File: src/hdl/ppc_cfg.svh
// Offsets, field positions, reset values and sizes of the pin control block
`ifndef PPC_CFG_SVH
`define PPC_CFG_SVH

`define PPC_NPINS 4
`define PPC_AW 4
`define PPC_SYNC_STAGES 2

`define PPC_OFF_PULL 4'h0
`define PPC_OFF_SLEW 4'h1
`define PPC_OFF_DRIVE 4'h2
`define PPC_OFF_SC 4'h3
`define PPC_OFF_POL 4'h4
`define PPC_OFF_PSEL 4'h5
`define PPC_OFF_EVT_STS 4'h6
`define PPC_OFF_EVT_EN 4'h7
`define PPC_OFF_EVT_CLR 4'h8

`define PPC_SC_FLAG 3
`define PPC_SC_ACK 2
`define PPC_SC_IE 1
`define PPC_SC_MOD 0

`define PPC_RST_CTRL 4'h0
`define PPC_RST_SC 8'h00
`define PPC_RST_RDATA 8'h00

`endif

File: src/hdl/ppc_pkg.sv
// Types shared by the pin control block
`include "ppc_cfg.svh"
package ppc_pkg;

    typedef logic [`PPC_NPINS-1:0] ppc_pins_t;

    // Per-pin pad controls, one bit per pin in each field
    typedef struct packed {
        ppc_pins_t pull_en;
        ppc_pins_t pull_down;
        ppc_pins_t slew_en;
        ppc_pins_t drive_hi;
    } ppc_pad_t;

    // Read image of the interrupt status/control register
    typedef struct packed {
        logic [3:0] zero;
        logic flag;
        logic ack;
        logic ie;
        logic mode;
    } ppc_sc_t;

endpackage

File: src/hdl/ppc_sync.sv
// Multi-bit two-flop synchroniser for the pin inputs
`timescale 1ns/1ps
module ppc_sync #(
    parameter int WIDTH = 4
) (
    input wire logic clk_i,
    input wire logic rst_n_i,
    input wire logic [WIDTH-1:0] d_i,
    output logic [WIDTH-1:0] q_o
);
    logic [WIDTH-1:0] meta_reg;
    logic [WIDTH-1:0] sync_reg;

    // The first stage feeds only the second stage
    always_ff @(posedge clk_i or negedge rst_n_i) begin
        if (!rst_n_i) begin
            meta_reg <= '0;
            sync_reg <= '0;
        end else begin
            meta_reg <= d_i;
            sync_reg <= meta_reg;
        end
    end

    assign q_o = sync_reg;

endmodule

File: src/hdl/ppc_top.sv
// Pad control and pin-interrupt logic for a four-pin port
//
// Notes on behaviour
// - Bits 7:4 ignore writes, read zero
// - Pull-enable bit turns pin pull on
// - Output pins never get a pull
// - Pull-down only with polarity and pin-select set
// - Slew bit limits slew, outputs only
// - Drive bit: 0 low, 1 high drive, outputs only
// - Detect flag shows detection, ignores writes
// - Acknowledge write clears flag, reads zero
// - Request only when enable and flag set
// - Mode bit: 0 edges, 1 edges and levels
// - Polarity: 0 falling/low, 1 rising/high
// - Only selected pins take part
// - Active edge or level sets flag
// - Asserted level keeps flag through acknowledge
`timescale 1ns/1ps
`include "ppc_cfg.svh"
module ppc_top (
    input wire logic CLK_I,
    input wire logic RST_N_I,
    input wire logic [`PPC_AW-1:0] ADDR_I,
    input wire logic [7:0] WDATA_I,
    input wire logic WR_I,
    input wire logic RD_I,
    output logic [7:0] RDATA_O,
    input wire logic [`PPC_NPINS-1:0] PIN_I,
    input wire logic [`PPC_NPINS-1:0] PIN_DIR_I,
    output ppc_pkg::ppc_pad_t PAD_O,
    output logic PORT_IRQ_O,
    output logic EVT_IRQ_O
);
    import ppc_pkg::*;

    localparam int NP = `PPC_NPINS;
    localparam logic [7:0] SC_RST = `PPC_RST_SC;

    ppc_pins_t pull_reg;
    ppc_pins_t slew_reg;
    ppc_pins_t drive_reg;
    ppc_pins_t pol_reg;
    ppc_pins_t psel_reg;
    ppc_pins_t evt_sts_reg;
    ppc_pins_t evt_sts_next;
    ppc_pins_t evt_en_reg;
    ppc_pins_t pin_s;
    ppc_pins_t pin_prev_reg;
    ppc_pins_t lvl_act;
    ppc_pins_t prev_act;
    ppc_pins_t edge_hit;
    ppc_pins_t lvl_hit;
    ppc_pins_t pd_allow;
    logic flag_reg;
    logic flag_next;
    logic ie_reg;
    logic mod_reg;
    logic set_evt;
    logic ack_wr;
    logic irq_cond;
    logic [7:0] rdata_reg;
    logic [7:0] rd_next;
    ppc_pad_t pad_reg;
    ppc_pad_t pad_next;
    ppc_sc_t sc_view;
    logic port_irq_reg;
    logic evt_irq_reg;
    logic wr_pull;
    logic wr_slew;
    logic wr_drive;
    logic wr_sc;
    logic wr_pol;
    logic wr_psel;
    logic wr_evt_en;
    logic wr_evt_clr;

    // Register write decode
    assign wr_pull = WR_I && (ADDR_I == `PPC_OFF_PULL);
    assign wr_slew = WR_I && (ADDR_I == `PPC_OFF_SLEW);
    assign wr_drive = WR_I && (ADDR_I == `PPC_OFF_DRIVE);
    assign wr_sc = WR_I && (ADDR_I == `PPC_OFF_SC);
    assign wr_pol = WR_I && (ADDR_I == `PPC_OFF_POL);
    assign wr_psel = WR_I && (ADDR_I == `PPC_OFF_PSEL);
    assign wr_evt_en = WR_I && (ADDR_I == `PPC_OFF_EVT_EN);
    assign wr_evt_clr = WR_I && (ADDR_I == `PPC_OFF_EVT_CLR);
    assign ack_wr = wr_sc && WDATA_I[`PPC_SC_ACK];

    // Pad control registers keep only bits 3:0
    always_ff @(posedge CLK_I or negedge RST_N_I) begin
        if (!RST_N_I) begin
            pull_reg <= `PPC_RST_CTRL;
            slew_reg <= `PPC_RST_CTRL;
            drive_reg <= `PPC_RST_CTRL;
        end else begin
            if (wr_pull) begin
                pull_reg <= WDATA_I[NP-1:0];
            end
            if (wr_slew) begin
                slew_reg <= WDATA_I[NP-1:0];
            end
            if (wr_drive) begin
                drive_reg <= WDATA_I[NP-1:0];
            end
        end
    end

    // Interrupt pin configuration
    always_ff @(posedge CLK_I or negedge RST_N_I) begin
        if (!RST_N_I) begin
            pol_reg <= `PPC_RST_CTRL;
            psel_reg <= `PPC_RST_CTRL;
        end else begin
            if (wr_pol) begin
                pol_reg <= WDATA_I[NP-1:0];
            end
            if (wr_psel) begin
                psel_reg <= WDATA_I[NP-1:0];
            end
        end
    end

    // Interrupt control bits; the flag itself is not writable
    always_ff @(posedge CLK_I or negedge RST_N_I) begin
        if (!RST_N_I) begin
            ie_reg <= SC_RST[`PPC_SC_IE];
            mod_reg <= SC_RST[`PPC_SC_MOD];
        end else if (wr_sc) begin
            ie_reg <= WDATA_I[`PPC_SC_IE];
            mod_reg <= WDATA_I[`PPC_SC_MOD];
        end
    end

    // Pad drive; outputs follow the registers one cycle later
    assign pd_allow = pol_reg & psel_reg;

    always_comb begin
        pad_next.pull_en = pull_reg & ~PIN_DIR_I;
        // A pull-down is only legal for a polarity-high interrupt pin
        pad_next.pull_down = pad_next.pull_en & pd_allow;
        pad_next.slew_en = slew_reg & PIN_DIR_I;
        pad_next.drive_hi = drive_reg & PIN_DIR_I;
    end

    always_ff @(posedge CLK_I or negedge RST_N_I) begin
        if (!RST_N_I) begin
            pad_reg <= '0;
        end else begin
            pad_reg <= pad_next;
        end
    end

    // Pins cross into the bus clock before any detection
    ppc_sync #(
        .WIDTH(NP)
    ) u_sync (
        .clk_i(CLK_I),
        .rst_n_i(RST_N_I),
        .d_i(PIN_I),
        .q_o(pin_s)
    );

    always_ff @(posedge CLK_I or negedge RST_N_I) begin
        if (!RST_N_I) begin
            pin_prev_reg <= '0;
        end else begin
            pin_prev_reg <= pin_s;
        end
    end

    // Active sense per pin; both samples use the current polarity, so a polarity change alone is no edge
    assign lvl_act = pin_s ~^ pol_reg;
    assign prev_act = pin_prev_reg ~^ pol_reg;
    assign edge_hit = psel_reg & lvl_act & ~prev_act;
    assign lvl_hit = mod_reg ? (psel_reg & lvl_act) : '0;
    assign set_evt = (|edge_hit) || (|lvl_hit);

    // Set beats acknowledge; in level mode an asserted pin re-sets it
    always_comb begin
        flag_next = flag_reg;
        if (set_evt) begin
            flag_next = 1'b1;
        end else if (ack_wr) begin
            flag_next = 1'b0;
        end
    end

    always_ff @(posedge CLK_I or negedge RST_N_I) begin
        if (!RST_N_I) begin
            flag_reg <= SC_RST[`PPC_SC_FLAG];
        end else begin
            flag_reg <= flag_next;
        end
    end

    // Per-pin edge events, sticky; set wins over a clear
    assign evt_sts_next = (evt_sts_reg & ~(wr_evt_clr ? WDATA_I[NP-1:0]
        : '0)) | edge_hit;

    always_ff @(posedge CLK_I or negedge RST_N_I) begin
        if (!RST_N_I) begin
            evt_sts_reg <= `PPC_RST_CTRL;
            evt_en_reg <= `PPC_RST_CTRL;
        end else begin
            evt_sts_reg <= evt_sts_next;
            if (wr_evt_en) begin
                evt_en_reg <= WDATA_I[NP-1:0];
            end
        end
    end

    // Interrupt outputs lag their cause by one cycle
    assign irq_cond = ie_reg && flag_reg;

    always_ff @(posedge CLK_I or negedge RST_N_I) begin
        if (!RST_N_I) begin
            port_irq_reg <= 1'b0;
            evt_irq_reg <= 1'b0;
        end else begin
            port_irq_reg <= irq_cond;
            evt_irq_reg <= |(evt_sts_reg & evt_en_reg);
        end
    end

    // Read path; unmapped and write-only locations read zero
    always_comb begin
        sc_view = '0;
        sc_view.flag = flag_reg;
        sc_view.ack = 1'b0;
        sc_view.ie = ie_reg;
        sc_view.mode = mod_reg;
        case (ADDR_I)
            `PPC_OFF_PULL: rd_next = {4'h0, pull_reg};
            `PPC_OFF_SLEW: rd_next = {4'h0, slew_reg};
            `PPC_OFF_DRIVE: rd_next = {4'h0, drive_reg};
            `PPC_OFF_SC: rd_next = sc_view;
            `PPC_OFF_POL: rd_next = {4'h0, pol_reg};
            `PPC_OFF_PSEL: rd_next = {4'h0, psel_reg};
            `PPC_OFF_EVT_STS: rd_next = {4'h0, evt_sts_reg};
            `PPC_OFF_EVT_EN: rd_next = {4'h0, evt_en_reg};
            default: rd_next = 8'h00;
        endcase
    end

    // Data stand only in the cycle after the read strobe
    always_ff @(posedge CLK_I or negedge RST_N_I) begin
        if (!RST_N_I) begin
            rdata_reg <= `PPC_RST_RDATA;
        end else if (RD_I) begin
            rdata_reg <= rd_next;
        end else begin
            rdata_reg <= 8'h00;
        end
    end

    assign RDATA_O = rdata_reg;
    assign PAD_O = pad_reg;
    assign PORT_IRQ_O = port_irq_reg;
    assign EVT_IRQ_O = evt_irq_reg;

    // Checks; the age counter keeps $past clear of reset values
    logic [1:0] age_reg;
    logic aged;

    always_ff @(posedge CLK_I or negedge RST_N_I) begin
        if (!RST_N_I) begin
            age_reg <= 2'h0;
        end else if (age_reg != 2'h3) begin
            age_reg <= age_reg + 2'h1;
        end
    end

    assign aged = (age_reg == 2'h3);
endmodule

File: config.mk
export PLATFORM = sky130hd
export DESIGN_NAME = ppc_top
export DESIGN_NICKNAME = d
export VERILOG_FILES = /design/src/hdl/ppc_pkg.sv /design/src/hdl/ppc_sync.sv /design/src/hdl/ppc_top.sv
export VERILOG_INCLUDE_DIRS = /design/src /design/src/hdl
export SDC_FILE = /design/constraint.sdc
export NUM_CORES = 1
export LEC_CHECK = 0
export ABC_AREA = 1
export BUFFER_PORTS_ARGS = -buffer_cell sky130_fd_sc_hd__buf_2
export CORE_AREA = 10 10 65 106
export DETAILED_ROUTE_END_ITERATION = 8
export DIE_AREA = 0 0 75 116
export PLACE_DENSITY = 0.88
export SETUP_SLACK_MARGIN = 0.3
export SLEW_MARGIN = 20
export SYNTH_ARGS = -nofsm -noshare
export SYNTH_HDL_FRONTEND = slang
export SYNTH_HIERARCHICAL = 1
export SYNTH_SLANG_ARGS = --single-unit
File: constraint.sdc
create_clock -name CLK_I -period 1.86 [get_ports CLK_I]
set_clock_uncertainty 0.2 [all_clocks]
set_input_delay 0.186 -clock CLK_I [delete_from_list [all_inputs] [get_ports CLK_I]]
set_output_delay 0.186 -clock CLK_I [all_outputs]
set_load 0.05 [all_outputs]
==> impl_results.rst <==
.. list-table::
   :header-rows: 1

   * - Metric
     - Value
   * - Result of the run
     - finished, final reports clean
   * - Critical setup path kind
     - register to register
   * - Synth Area in XOR/XNOR
     - 0%
   * - Number of distinct library cells after synthesis
     - 19
   * - Instance area at placement
     - 2990 um^2
   * - Detailed Place HPWL
     - 4520 um
   * - Global router's overall resource usage
     - 15.9%
   * - Largest net degree at the start of global routing
     - 66
   * - Die footprint
     - 8700 um^2
   * - Filler Cell Count
     - between 300 and 400
   * - Routability cong.
     - 0.840
   * - Critical path fanouts, max
     - 4
   * - Most common library cell in the layout ignoring fill and taps
     - nand2_1
   * - Data required, critical path
     - 1.88 ns
   * - Number of max-cap violations
     - 0
   * - Post-layout instance area
     - ~3300 um^2
   * - Count of synthesis-stage warnings from yosys
     - 6
   * - Setup tns final
     - 0 ns
   * - Final Hold Slack
     - around 0.022 ns
   * - Largest stage delay, worst path
     - 0.40 ns
   * - Total detailed-routing wirelength
     - 6330 um
   * - DRC Markers
     - 0
   * - Critical path endpoint category
     - register
   * - Data arrival at the endpoint of the critical path
     - 1.48 ns
   * - Logic depth of the worst register-to-register path
     - 6
   * - Critical path startpoint category
     - register
   * - Horiz. Die Dim
     - 75 um
   * - Critical Path Slowest Stage Cell
     - dfrtp_1
   * - Clock period minus worst slack
     - between 1 and 1.5 ns
   * - FF-to-FF setup slack
     - between 0.3 and 0.4 ns
   * - Buffers inserted by post-CTS timing repair
     - 0
   * - Drt pass-1 iters
     - 4
   * - Critical path's most frequent cell
     - nand3_1
   * - Number of buffers created by CTS
     - 9
   * - Top-area cell type share of the netlist area
     - 60.0%
   * - Fraction of the mapped netlist area in adder cells
     - 0%
   * - Synthesized-area fraction occupied by and/or/nand/nor cells
     - 25.4%
   * - Hold Fails Final Rpt
     - 0
   * - Post-layout net count
     - 396
   * - Setup repair after global routing missed its margin
     - false
   * - Worst skew pair latency
     - 0.34 ns
   * - Number of antenna violations at the first check in global routing
     - 0
   * - Endpoint of the most critical setup path
     - flag_reg
   * - Count of port buffers added during placement
     - 41
   * - First-pass GRT wire length
     - 10600 um
   * - Diode insertion count for antenna repair
     - 0
   * - Share of post-route cells with drive strength above 1
     - 17.8%
   * - Share of synthesized area spent on multiplexers
     - 0%
   * - Wirelength per Cell
     - 14.7 um
   * - Clk slew on worst S/H paths
     - about 0.070 ns
   * - Clock tree from TritonCTS
     - done
   * - Post-synthesis cell area
     - 2710 um^2
   * - Floorplan core area
     - 5060 um^2
   * - Critical path startpoint
     - pol_reg[1]
   * - Min-Delay Path Class
     - input pin to register
   * - Library cell occupying the most area in the post-synthesis netlist
     - dfrtp_1
   * - Syn Inst Count
     - 309
   * - TritonCTS sink count
     - 65
   * - Syn_area_per_cell
     - 8.77 um^2
   * - Vert. Die Dim
     - between 100 and 150 um
   * - Layout Utilization
     - 65.0%
   * - Effective utilization at floorplan
     - 53.6%
   * - Total grt overflow
     - 0
   * - Row Count
     - 34
   * - Cell area power density
     - 1110 nW/um^2
   * - Leakage power total
     - 1.77 nW
   * - Synthesized-area fraction occupied by ao, oa, aoi and oai cells
     - 7.48%
   * - Final-report max-slew violation count
     - 0
   * - Post-synthesis sequential element count
     - 65
   * - Share of the clock period used by the worst path
     - between 70% and 80%
   * - Number of global-route vias before repair
     - 2400
   * - Buffer cell driving the clock tree root
     - clkbuf_8
   * - Combinational family with the most area after synthesis
     - simple AND/OR/NAND/NOR gates
   * - Via total after detailed routing
     - ~2300
   * - I/O pin total
     - 50
   * - Sequential cell area fraction in the yosys report
     - 60.0%
   * - Achievable frequency
     - approximately 0.68 GHz
   * - Drt via density
     - 5.32
   * - H-tree lvl count
     - 3
   * - IR Drop Worst-Case VDD
     - 0.514 mV
   * - Starting DRC count in detailed routing
     - 171
   * - Highest-count cells in the layout ignoring fill and taps
     - nand2_1 (92), dfrtp_1 (65), buf_2 (41)
   * - Cells along the critical path
     - inv_1, or2_2, nand3_1, nand2_1, nor2_1, nand3_1
   * - Leading cell types by total area after synthesis
     - dfrtp_1 (60%), nand2_1 (13%), nand3_1 (6.3%), inv_1 (5.4%), o21ai_0 (5.2%)
   * - Setup violations, final
     - 0
   * - Max FFs per register
     - 16
   * - Maximum number of buffers from clock root to sink
     - 2
   * - Number of antenna-violating nets in the routed design
     - 0
   * - Layout Area Growth over Synthesis
     - 21.4%
   * - Critical R2R Launch
     - pol_reg[1]
   * - Worst r2r dst
     - flag_reg
==> metal layers <==
metal  GRT usage, %  share of wire, %
met1           16.3                36
met5              0                 0
met3           3.25               5.8
met4           10.4               3.5
met2           27.9                55
==> synthesized netlist by cell type, drive strengths merged <==
master / number
conb: 1
dfrtp: 65
or2: 1
buf: 5
o21a: 3
nand2: 92
a21oi: 8
clkinv: 1
inv: 39
nor2: 23
nand4: 3
nor4: 4
o21ai: 28
nand3: 35
clkbuf: 1
==> critical path: cells and delay by family, from the launching register on <==
| family | cells | cell delay, ns |
|---|---|---|
| buffers and inverters | 1 | 0.10 |
| flip-flops | 1 | 0.40 |
| AND/OR/NAND/NOR | 5 | 0.66 |
==> power breakdown <==
part / internal (mW) / leakage, nW / switching (mW)
Clock: 0.603 / 0.0909 / 0.528
Combinational: 0.210 / 0.877 / 0.515
Sequential: 1.63 / 0.807 / 0.165
==> stage by stage <==
| stage | setup WS [ns] | total power, mW | instances |
|---|---|---|---|
| 4_1_cts | 0.395 | 3.66 | 430 |
| 3_5_place_dp | 0.299 | 2.52 | 404 |
| 6_report | 0.398 | 3.65 | 430 |
| 5_1_grt | 0.317 | 3.83 | 430 |
| 2_1_floorplan | 0.558 | 2.28 | 312 |
| 3_3_place_gp | 0.360 | 2.48 | 404 |
==> how the worst min path moves through the flow <==
| stage | start | endpoint | slack (ns) | cells after the start |
|---|---|---|---|---|
| finish | WDATA_I[3] | slew_reg[3] | 0.02 | 3 |
| global route | WDATA_I[3] | pull_reg[3] | 0.06 | 3 |
| CTS | WDATA_I[3] | pull_reg[3] | 0.03 | 3 |
| detailed placement | RST_N_I | u_sync/meta_reg[0] | 0.02 | 2 |
| global placement | RST_N_I | u_sync/q_o[0] | 0.02 | 2 |
| floorplan | RST_N_I | EVT_IRQ_O | -0.31 | 0 |
==> layout make-up <==
type                       count  area [um^2]  share of cell area [%]
timing repair buffer          55          350                    10.6
multi-input combinational    201          912                    27.7
tap                           54         67.6                    2.05
sequential                    65         1630                    49.4
inverter                      40          150                    4.56
clock inverter                 6         60.1                    1.83
clock buffer                   9          124                    3.76
==> timing repair <==
item	in CTS	in global routing
hold buffers	11	0
hold endpoints to repair	90	0
setup endpoints to repair	0	1
gates resized for setup	0	1
==> logic make-up (layout without fill, tap and decap cells) <==
group,after synthesis,in the layout
compound gates,39,39
buf+inv,46,110
flops,65,65
other cells,1,4
simple gates,158,158
(Power assumes the default switching activity.)
